===== src/hw/charger_params.svh =====
`ifndef CHARGER_PARAMS_SVH
`define CHARGER_PARAMS_SVH

// clock and timing
`define CLK_MHZ 100
`define INT_PULSE_US 256
`define CONV_US_0 24
`define CONV_US_1 12
`define CONV_US_2 6
`define CONV_US_3 3
`define CONV_CYC_0 (`CONV_US_0 * `CLK_MHZ)
`define CONV_CYC_1 (`CONV_US_1 * `CLK_MHZ)
`define CONV_CYC_2 (`CONV_US_2 * `CLK_MHZ)
`define CONV_CYC_3 (`CONV_US_3 * `CLK_MHZ)

// register offsets
`define ADDR_STAT0 8'h0b
`define ADDR_STAT1 8'h0c
`define ADDR_CODE0 8'h0d
`define ADDR_CODE1 8'h0e
`define ADDR_FLAG0 8'h0f
`define ADDR_FLAG1 8'h10
`define ADDR_MASK0 8'h11
`define ADDR_MASK1 8'h12
`define ADDR_CTRL 8'h15
`define ADDR_CHDIS 8'h16
`define ADDR_RES_BASE 8'h17
`define ADDR_RES_LAST 8'h24
`define ADDR_LAST 8'h25

// control register fields
`define CTRL_EN 7
`define CTRL_ONESHOT 6
`define CTRL_SPD_HI 5
`define CTRL_SPD_LO 4

// reset values and read answers
`define RST_CTRL 8'h00
`define RST_CHDIS 8'h00
`define RST_MASK 16'h0000
`define RST_RESULT 16'h0000
`define RD_UNMAPPED 8'hff
`define RD_RESERVED 8'h00

// channels
`define NUM_CH 7
`define CH_NONE 3'h7

`endif


===== src/hw/charger_pkg.sv =====
package charger_pkg;

    typedef enum logic [1:0] {
        SEQ_IDLE,
        SEQ_CONV,
        SEQ_SUSP
    } seq_state_t;

    typedef logic [15:0] conv_word_t;

endpackage


===== src/hw/charger_adc_sequencer_irq.sv =====
`timescale 1ns/1ps
`default_nettype none
`include "charger_params.svh"

// Notes on behaviour
// - no valid battery or bus supply: skip conversion, clear enable, no interrupt
// - oneshot 1 runs one cycle then clears enable; 0 runs continuously
// - single-pass enable with every channel disabled behaves like the invalid-supply case
// - continuous keeps enable set with all channels off, converter idle; single-pass clears enable
// - mode change pauses conversion; resumes at the interrupted channel
// - two-bit sample speed selects the per-measurement conversion time
// - channel-disable register resets to zero, all channels converted
// - disabled channel keeps its old result or the reset default
// - disable set mid-cycle: channel still converted this cycle, skipped next
// - clearing a disable bit while enabled starts conversion promptly
// - done status and latch set only by completed single-pass cycle
// - clearing enable stops at once; results keep last valid values
// - all channels disabled stops converter after current cycle completes
// - adapter plug-in suspends until detection ends; faults do not stop it
// - source good only with bus in window, not poor, detection complete
// - a reportable event with no pulse under way drives interrupt pin low for 256 us
// - listed charger events pulse the interrupt by default
// - rising edge of any status bit at 0x0b..0x0e pulses the interrupt
// - mask bit 1 suppresses that event's interrupt pulse
// - every event except loss of source good recorded in its latch regardless of present status
// - reading latch clears it; only fresh rising edge or code change sets it again
// - limit-active status bits follow input current and voltage limiting
module charger_adc_sequencer_irq
    import charger_pkg::*;
#(
    parameter int unsigned INT_PULSE_CYCLES = `INT_PULSE_US * `CLK_MHZ
) (
    input wire logic sys_clk, // 100 MHz clock
    input wire logic nrst, // synchronous reset, active low
    input wire logic [7:0] reg_addr, // register offset from serial front end
    input wire logic [7:0] reg_wdata, // write data
    input wire logic reg_wr, // one-cycle write strobe
    input wire logic reg_rd, // one-cycle read strobe
    output logic [7:0] reg_rdata, // read data, one cycle after strobe
    input wire logic vbat_valid, // battery above its lockout
    input wire logic vbus_valid, // bus within its lockout window
    input wire logic vbus_window_ok, // bus in operating range
    input wire logic source_not_poor, // poor-source test passed
    input wire logic type_detect_done, // source type detection complete
    input wire logic source_detect_busy, // plug-in detection running
    input wire logic mode_change_busy, // reverse output or high impedance change
    input wire logic thermal_reg_in, // junction temperature regulation
    input wire logic input_voltage_limiting, // input voltage limit loop active
    input wire logic input_current_limiting, // input current limit loop active
    input wire logic watchdog_expired, // watchdog timeout
    input wire logic batt_ovp, // battery overvoltage
    input wire logic thermal_shutdown, // thermal shutdown
    input wire logic vbus_ovp, // bus overvoltage
    input wire logic safety_timer_expired, // safety or precharge timer expired
    input wire logic [2:0] source_type_code, // source type
    input wire logic [2:0] thermistor_zone_code, // thermistor zone
    input wire logic [2:0] charge_phase_code, // charge phase
    input wire logic [15:0] conv_data, // converter result, held by analog
    output logic conv_active, // converter running a measurement
    output logic [2:0] conv_channel, // channel being measured
    output logic [1:0] conv_speed, // sample speed to analog
    output logic power_good_pin_n, // power good, active low
    output logic interrupt_pulse_pin_n // interrupt pulse, active low
);

    localparam logic [15:0] INT_LEN = 16'(INT_PULSE_CYCLES);

    // ascending search for the next enabled channel at or after from
    function automatic logic [2:0] next_ch(input logic [6:0] en, input logic [2:0] from);
        logic [2:0] res;
        logic found;
        res = `CH_NONE;
        found = 1'b0;
        for (int i = 0; i < `NUM_CH; i++) begin
            if (!found && en[i] && (3'(i) >= from)) begin
                res = 3'(i);
                found = 1'b1;
            end
        end
        return res;
    endfunction

    // two-stage synchroniser for every analog-side input
    logic [39:0] sync1_r;
    logic [39:0] sync2_r;
    wire [39:0] raw_in = {conv_data, charge_phase_code, thermistor_zone_code,
        source_type_code, safety_timer_expired, vbus_ovp, thermal_shutdown,
        batt_ovp, watchdog_expired, input_current_limiting,
        input_voltage_limiting, thermal_reg_in, mode_change_busy,
        source_detect_busy, type_detect_done, source_not_poor,
        vbus_window_ok, vbus_valid, vbat_valid};

    always_ff @(posedge sys_clk) begin
        if (!nrst) begin
            sync1_r <= '0;
            sync2_r <= '0;
        end else begin
            sync1_r <= raw_in;
            sync2_r <= sync1_r;
        end
    end

    wire [15:0] d_data;
    wire [2:0] d_phase, d_zone, d_type;
    wire d_timer, d_vbusovp, d_tshut, d_batovp, d_wdt, d_iin, d_vin, d_treg, d_mode;
    wire d_detbusy, d_detdone, d_notpoor, d_window, d_vbus, d_vbat;
    assign {d_data, d_phase, d_zone, d_type, d_timer, d_vbusovp, d_tshut,
        d_batovp, d_wdt, d_iin, d_vin, d_treg, d_mode, d_detbusy,
        d_detdone, d_notpoor, d_window, d_vbus, d_vbat} = sync2_r;

    // register state
    logic [7:0] ctrl_r;
    logic [7:0] ctrl_nxt;
    logic [7:0] chdis_r;
    logic [15:0] mask_r;
    logic [15:0] flag_r;
    logic [15:0] flag_nxt;
    logic [15:0] ev_prev_r;
    logic [8:0] code_prev_r;
    logic adc_done_r;
    logic adc_done_nxt;
    logic src_good_r;
    logic [7:0] rdata_r;
    conv_word_t res_r [0:`NUM_CH-1];

    // sequencer state
    seq_state_t state_r;
    seq_state_t state_nxt;
    logic [2:0] chan_r;
    logic [2:0] chan_nxt;
    logic [6:0] cyc_en_r;
    logic [6:0] cyc_en_nxt;
    logic [15:0] cnt_r;
    logic [15:0] cnt_nxt;
    logic clr_en;
    logic done_set;
    logic store;

    // interrupt pulse
    logic [15:0] int_cnt_r;
    logic [15:0] int_cnt_nxt;

    wire wr_ctrl = reg_wr && (reg_addr == `ADDR_CTRL);
    wire wr_chdis = reg_wr && (reg_addr == `ADDR_CHDIS);
    wire wr_mask0 = reg_wr && (reg_addr == `ADDR_MASK0);
    wire wr_mask1 = reg_wr && (reg_addr == `ADDR_MASK1);
    wire rd_flag0 = reg_rd && (reg_addr == `ADDR_FLAG0);
    wire rd_flag1 = reg_rd && (reg_addr == `ADDR_FLAG1);

    wire conv_en = ctrl_r[`CTRL_EN];
    wire oneshot = ctrl_r[`CTRL_ONESHOT];
    wire [1:0] speed = ctrl_r[`CTRL_SPD_HI:`CTRL_SPD_LO];
    wire [6:0] ch_on = ~chdis_r[6:0];
    wire all_off = (ch_on == 7'h00);
    wire supply_ok = d_vbat | d_vbus;
    // faults are deliberately absent here: only mode changes and plug-in detection pause the sequencer
    wire suspend = d_mode | d_detbusy;
    wire [2:0] first_ch = next_ch(ch_on, 3'h0);
    wire [2:0] after_ch = next_ch(cyc_en_r, chan_r + 3'h1);

    wire [15:0] conv_len = (speed == 2'h0) ? 16'(`CONV_CYC_0) :
        (speed == 2'h1) ? 16'(`CONV_CYC_1) :
        (speed == 2'h2) ? 16'(`CONV_CYC_2) : 16'(`CONV_CYC_3);
    wire conv_last = (cnt_r == conv_len - 16'h0001);

    always_comb begin
        state_nxt = state_r;
        chan_nxt = chan_r;
        cyc_en_nxt = cyc_en_r;
        cnt_nxt = cnt_r;
        clr_en = 1'b0;
        done_set = 1'b0;
        store = 1'b0;
        case (state_r)
            SEQ_IDLE: begin
                if (conv_en) begin
                    if (!supply_ok) begin
                        clr_en = 1'b1;
                    end else if (all_off) begin
                        // continuous mode idles here until a channel returns
                        clr_en = oneshot;
                    end else begin
                        // snapshot so mid-cycle disables take effect next cycle
                        cyc_en_nxt = ch_on;
                        chan_nxt = first_ch;
                        cnt_nxt = 16'h0000;
                        state_nxt = SEQ_CONV;
                    end
                end
            end
            SEQ_CONV: begin
                if (!conv_en) begin
                    state_nxt = SEQ_IDLE;
                end else if (suspend) begin
                    state_nxt = SEQ_SUSP;
                end else if (conv_last) begin
                    store = 1'b1;
                    cnt_nxt = 16'h0000;
                    if (after_ch == `CH_NONE) begin
                        state_nxt = SEQ_IDLE;
                        clr_en = oneshot;
                        done_set = oneshot;
                    end else begin
                        chan_nxt = after_ch;
                    end
                end else begin
                    cnt_nxt = cnt_r + 16'h0001;
                end
            end
            SEQ_SUSP: begin
                if (!conv_en) begin
                    state_nxt = SEQ_IDLE;
                end else if (!suspend) begin
                    // the partial measurement is lost; the same channel restarts
                    cnt_nxt = 16'h0000;
                    state_nxt = SEQ_CONV;
                end
            end
            default: begin
                state_nxt = SEQ_IDLE;
            end
        endcase
    end

    // a host write beats a same-cycle automatic clear of the enable
    always_comb begin
        ctrl_nxt = ctrl_r;
        if (wr_ctrl) begin
            ctrl_nxt = reg_wdata;
        end else if (clr_en) begin
            ctrl_nxt[`CTRL_EN] = 1'b0;
        end
    end

    // done status is a single-pass artefact; rearming the enable clears it
    assign adc_done_nxt = done_set ? 1'b1 :
        (!oneshot || (wr_ctrl && reg_wdata[`CTRL_EN])) ? 1'b0 : adc_done_r;

    always_ff @(posedge sys_clk) begin
        if (!nrst) begin
            state_r <= SEQ_IDLE;
            chan_r <= 3'h0;
            cyc_en_r <= 7'h00;
            cnt_r <= 16'h0000;
            ctrl_r <= `RST_CTRL;
            chdis_r <= `RST_CHDIS;
            mask_r <= `RST_MASK;
            adc_done_r <= 1'b0;
            conv_active <= 1'b0;
            conv_channel <= 3'h0;
            conv_speed <= 2'h0;
        end else begin
            state_r <= state_nxt;
            chan_r <= chan_nxt;
            cyc_en_r <= cyc_en_nxt;
            cnt_r <= cnt_nxt;
            ctrl_r <= ctrl_nxt;
            adc_done_r <= adc_done_nxt;
            if (wr_chdis) begin
                chdis_r <= reg_wdata;
            end
            if (wr_mask0) begin
                mask_r[15:8] <= reg_wdata;
            end
            if (wr_mask1) begin
                mask_r[7:0] <= reg_wdata;
            end
            conv_active <= (state_nxt == SEQ_CONV);
            conv_channel <= chan_nxt;
            conv_speed <= ctrl_nxt[`CTRL_SPD_HI:`CTRL_SPD_LO];
        end
    end

    // results: only a completed channel overwrites its word
    always_ff @(posedge sys_clk) begin
        if (!nrst) begin
            for (int i = 0; i < `NUM_CH; i++) begin
                res_r[i] <= `RST_RESULT;
            end
        end else if (store) begin
            res_r[chan_r] <= d_data;
        end
    end

    // status and events
    wire pg_now = d_window & d_notpoor & d_detdone;
    wire [7:0] stat0 = {src_good_r, d_vbusovp, d_treg, d_vin, d_iin, d_wdt,
        d_batovp, d_tshut};
    wire [7:0] stat1 = {adc_done_r, d_timer, 6'h00};
    wire [7:0] code0 = {d_type, d_phase, 2'h0};
    wire [7:0] code1 = {d_zone, 5'h00};
    wire [15:0] ev_live = {stat0, stat1};
    wire [8:0] code_now = {d_type, d_zone, d_phase};
    wire chg_type = (code_now[8:6] != code_prev_r[8:6]);
    wire chg_zone = (code_now[5:3] != code_prev_r[5:3]);
    wire chg_phase = (code_now[2:0] != code_prev_r[2:0]);
    wire [15:0] ev_rise = ev_live & ~ev_prev_r;
    wire [15:0] ev_hit = ev_rise | {10'h000, chg_type, chg_zone, chg_phase, 3'h0};
    // removal of a good source interrupts but does not latch
    wire [15:0] ev_fall = {ev_prev_r[15] & ~ev_live[15], 15'h0000};
    wire int_any = |((ev_hit | ev_fall) & ~mask_r);
    wire int_busy = (int_cnt_r != 16'h0000);

    // a set in the cycle of the clearing read survives it
    assign flag_nxt = (flag_r & ~{{8{rd_flag0}}, {8{rd_flag1}}}) | ev_hit;

    // a pulse under way runs out untouched; later events wait in the latches
    assign int_cnt_nxt = int_busy ? (int_cnt_r - 16'h0001) :
        (int_any ? INT_LEN : 16'h0000);

    always_ff @(posedge sys_clk) begin
        if (!nrst) begin
            ev_prev_r <= 16'h0000;
            code_prev_r <= 9'h000;
            flag_r <= 16'h0000;
            src_good_r <= 1'b0;
            int_cnt_r <= 16'h0000;
            power_good_pin_n <= 1'b1;
            interrupt_pulse_pin_n <= 1'b1;
        end else begin
            ev_prev_r <= ev_live;
            code_prev_r <= code_now;
            flag_r <= flag_nxt;
            src_good_r <= pg_now;
            power_good_pin_n <= ~pg_now;
            int_cnt_r <= int_cnt_nxt;
            interrupt_pulse_pin_n <= (int_cnt_nxt == 16'h0000);
        end
    end

    // read path
    wire in_res = (reg_addr >= `ADDR_RES_BASE) && (reg_addr <= `ADDR_RES_LAST);
    wire [7:0] res_off = reg_addr - `ADDR_RES_BASE;
    wire [15:0] res_word = res_r[res_off[3:1]];
    wire [7:0] res_byte = res_off[0] ? res_word[15:8] : res_word[7:0];
    wire [7:0] rd_val;
    assign rd_val = (reg_addr == `ADDR_STAT0) ? stat0 :
        (reg_addr == `ADDR_STAT1) ? stat1 :
        (reg_addr == `ADDR_CODE0) ? code0 :
        (reg_addr == `ADDR_CODE1) ? code1 :
        (reg_addr == `ADDR_FLAG0) ? flag_r[15:8] :
        (reg_addr == `ADDR_FLAG1) ? flag_r[7:0] :
        (reg_addr == `ADDR_MASK0) ? mask_r[15:8] :
        (reg_addr == `ADDR_MASK1) ? mask_r[7:0] :
        (reg_addr == `ADDR_CTRL) ? ctrl_r :
        (reg_addr == `ADDR_CHDIS) ? chdis_r :
        in_res ? res_byte :
        (reg_addr > `ADDR_LAST) ? `RD_UNMAPPED : `RD_RESERVED;

    always_ff @(posedge sys_clk) begin
        if (!nrst) begin
            rdata_r <= `RD_RESERVED;
        end else if (reg_rd) begin
            rdata_r <= rd_val;
        end
    end

    assign reg_rdata = rdata_r;

endmodule // charger_adc_sequencer_irq

`default_nettype wire


===== config.mk =====
export PLATFORM = sky130hd
export DESIGN_NAME = charger_adc_sequencer_irq
export DESIGN_NICKNAME = d
export VERILOG_FILES = /design/src/hw/charger_pkg.sv /design/src/hw/charger_adc_sequencer_irq.sv
export VERILOG_INCLUDE_DIRS = /design/src /design/src/hw
export SDC_FILE = /design/constraint.sdc
export NUM_CORES = 1
export LEC_CHECK = 0
export ABC_AREA = 1
export BUFFER_PORTS_ARGS = -buffer_cell sky130_fd_sc_hd__buf_4
export CORE_ASPECT_RATIO = 0.6
export CORE_MARGIN = 5
export CORE_UTILIZATION = 50
export DETAILED_ROUTE_END_ITERATION = 10
export HOLD_SLACK_MARGIN = 0.12
export PLACE_DENSITY_LB_ADDON = 0.1
export SYNTH_ARGS = -nofsm -noshare
export SYNTH_HDL_FRONTEND = slang
export SYNTH_SLANG_ARGS = --single-unit

===== constraint.sdc =====
create_clock -name sys_clk -period 4 [get_ports sys_clk]
set_input_delay 0.8 -clock sys_clk [delete_from_list [all_inputs] [get_ports sys_clk]]
set_output_delay 0.8 -clock sys_clk [all_outputs]
set_load 0.005 [all_outputs]

==> impl_results.md <==
* Post-synthesis compound-gate area fraction at 10.8%
* Final non-filler cell total at 2341
* Worst slew pin tran at 853 ps
* Detailed Route WL at 39.4 mm
* Total Nets Final at 1993
* Via-to-Cell Ratio at 5.20
* Yosys warnings at 0
* Hold Slack at 395 ps
* Number of cells after detailed placement at 2282
* MaxCap Viol Count at 0
* Cell area after layout at 16900 um2
* CTS tree: yes
* Setup crit start kind: flop
* Vias at 12200
* Busiest grt layer: met1
* Most common cell after layout, fill and taps aside: nand2_1
* Clk pwr share at 39.1%
* First DRT Iteration DRCs at 1382
* Max IR drop VDD at 0.340 mV
* Maximum clock frequency at 0.300 GHz
* Number of global-route vias before repair at 11200
* Port Buffers at 75
* Layout cells sized above 1 at 11.1%
* Antenna Violating Nets Remaining at 0
* Cell Area, Synth at 14900 um2
* Endpoint type of the worst setup path: flop
* Grt met3 use at 4.80%
* DP Area at 15900 um2
* Flop pwr share at 48.4%
* Vert. Die Dim at 144 um
* Leading cell types in the layout, fill and taps excluded: 369 x nand2_1, 275 x inv_1, 263 x nor2_1, 220 x dfxtp_1, 124 x o21ai_0
* Num ports at 76
* Largest net degree at the start of global routing at 66
* GR Util met1 at 40.4%
* Total GRT Usage at 23.5%
* Global-route wire length before repair at 62.6 mm
* Synth-to-layout area growth at 13.6%
* Arr. time, crit path at 3550 ps
* Met2 Use GR at 29.8%
* Net Sw Frac at 26.0%
* Gr ovfl total at 0
* # DRC at 0
* Fin crit period at 3340 ps
* Wire per inst at 16.8 um
* Leakage power at 7.40 nW
* Syn nets at 1923
* Number of buffers and inverters on the critical path at 2
* Slew HR at 42.7%
* Pwr dens at 455 nW/um2
* Post-CTS Setup Bufs at 0
* Clock Root Buffer: clkbuf_16
* Hpwl dp at 28.5 mm
* Internal at 5.69 mW
* Detailed Routing Iterations Pass 1 at 5
* TritonCTS Buffers at 31
* Min-delay worst type: in -> reg
* H-Tree Depth at 1
* Final setup viols at 0
* Worst-path maximum fanout at 19
* Clock Latency Late Sink at 580 ps
* Cell variety after synth at 57
* Yosys reg bits at 332
* Synth Area in Adders at 1.51%
* Gpl congestion at 0.931
* CP max-delay cell: nand2_1
* CP top delay family: simple AND/OR/NAND/NOR gates
* Setup TNS at 0 ps
* Hold Buf Count CTS at 0
* Clock skew at 19.4 ps
* Status: finished clean
* Post-cts gate resize count at 0
* Req. time, crit path at 4210 ps
* P_sw at 2.00 mW
* Mux share of post-synthesis cell area at 0%
* Syn_area_per_cell at 8.07 um2
* RSZ-0062 raised after global routing: false
* Post-Synth Simple-Gate Area at 24.3%
* Synth Area in XOR/XNOR at 1.66%
* Seq/Total Area, Yosys at 52.2%
* Clock Path Buffers at 3
* Final period utilization at 83.5%
* Die area at 33400 um2
* Core area at 29100 um2
* Combinational family with the most area after synthesis: simple AND/OR/NAND/NOR gates
* Max-slew violation count at 0
* Crit-path cells: inv_1 > ha_1 > xnor2_1 > or2_2 > nand3_1 > nor4_1 > and3_2 > nand2_4 > inv_2 > nand4_2 > nand2_1
* Hold Vio Cnt, Final at 0
* CTS sink count at 332
* Syn Inst Count at 1845
* Initial Util at 51.2%
* CTS clk-pin slew, worst paths at 70 ps
* CP max stage delay at 510 ps
* Row count at 48
* Die W at 233 um
* Initial antenna violation count at 0
* Combinational group share of total power at 12.5%
* Worst Path Class, Setup: reg -> reg
==> path summary, 6_finish.rpt <==
check,startpoint,to,slack (ps),depth (start not counted)
hold / removal,conv_data[4],sync1_r[28],400,3
hold reg to reg,sync1_r[36],sync2_r[36],400,2
setup reg to reg,conv_speed[0],res_r[4][6],660,11
setup / recovery,conv_speed[0],res_r[4][6],660,11
==> tightest hold or removal path, stage by stage <==
cell and delay, ps:
buf_4 70, nand2_1 40, inv_1 40
==> registers in the layout (all words and copies together), names as in the netlist, 2 cells and up <==
signal,flops
conv_speed,2
mask_r,16
ctrl_r,6
cnt_r,16
state_r,2
chdis_r,8
res_r,128
flag_r,16
int_cnt_r,16
cyc_en_r,7
chan_r,3
reg_rdata,8
sync2_r,40
code_prev_r,9
ev_prev_r,10
sync1_r,40
==> cell families after synthesis <==
group / count (synthesis)
and+or+nand+nor: 824
buffers and inverters: 359
DFF: 332
AOI/OAI and AO/OA: 286
xor gates and xnor gates: 26
adders and majority gates: 18
==> routing by layer <==
| layer | vias to the layer above | wire, um |
|---|---|---|
| li1 | 6043 | - |
| met1 | 5595 | 20700 |
| met2 | 490 | 14300 |
| met3 | 44 | 3880 |
| met4 | 0 | 585 |
| met5 | - | 0 |
==> synthesized netlist by cell type, drive strengths merged <==
cell type / number / area, um2
inv: 286 / 1070
o21ai: 127 / 651
xnor2: 8 / 88.8
nor2: 271 / 1060
nand3: 93 / 493
nor3: 36 / 223
nand4: 21 / 186
o21a: 5 / 37.5
a21oi: 100 / 500
o211ai: 22 / 165
nand3b: 3 / 22.5
buf: 35 / 214
clkinv: 3 / 11.3
o221ai: 1 / 8.76
a211oi: 5 / 47.5
and2: 3 / 18.8
edfxtp: 112 / 3360
a311oi: 2 / 17.5
dfxtp: 220 / 4400
xor2: 18 / 158
or2: 5 / 31.3
nor3b: 4 / 30.0
clkbuf: 35 / 131
nand2: 375 / 1430
a21boi: 1 / 7.51
a22oi: 9 / 67.6
nor4: 10 / 105
o21bai: 6 / 45.0
a31oi: 3 / 18.8
and3: 3 / 20.0
o22ai: 3 / 18.8
ha: 18 / 225
o2111ai: 1 / 8.76
o31ai: 1 / 7.51
==> stage by stage <==
step | power [mW] | utilization [%] | setup WS (ps)
after detailed placement | 4.73 | 54.6 | 522
after floorplan | 4.44 | - | 0.377
final | 7.69 | 58.2 | 661
after global routing | 8.03 | 58.2 | 429
after global placement | 4.71 | 54.6 | 543
after CTS | 7.73 | 58.2 | 667
==> power groups by stage <==
stage                     logic (mW)  registers, mW  clock network (mW)
final                          0.963           3.72                3.01
after global placement         0.923           3.79                   0
after detailed placement       0.937           3.79                   0
after floorplan                0.675           3.77                   0
after global routing            1.09           3.74                3.20
after CTS                      0.951           3.72                3.06
==> cell type report <==
| type | instances | area [um2] |
|---|---|---|
| well taps | 400 | 500 |
| repair buffers | 107 | 816 |
| fillers | 2729 | 12200 |
| diodes | 1 | 2.50 |
| clock buffers | 46 | 913 |
| flip-flops and latches | 332 | 7770 |
| inverters | 289 | 1080 |
| clock inverters | 12 | 120 |
| multi-input cells | 1154 | 5710 |
Power figures use the tool's default switching activity.
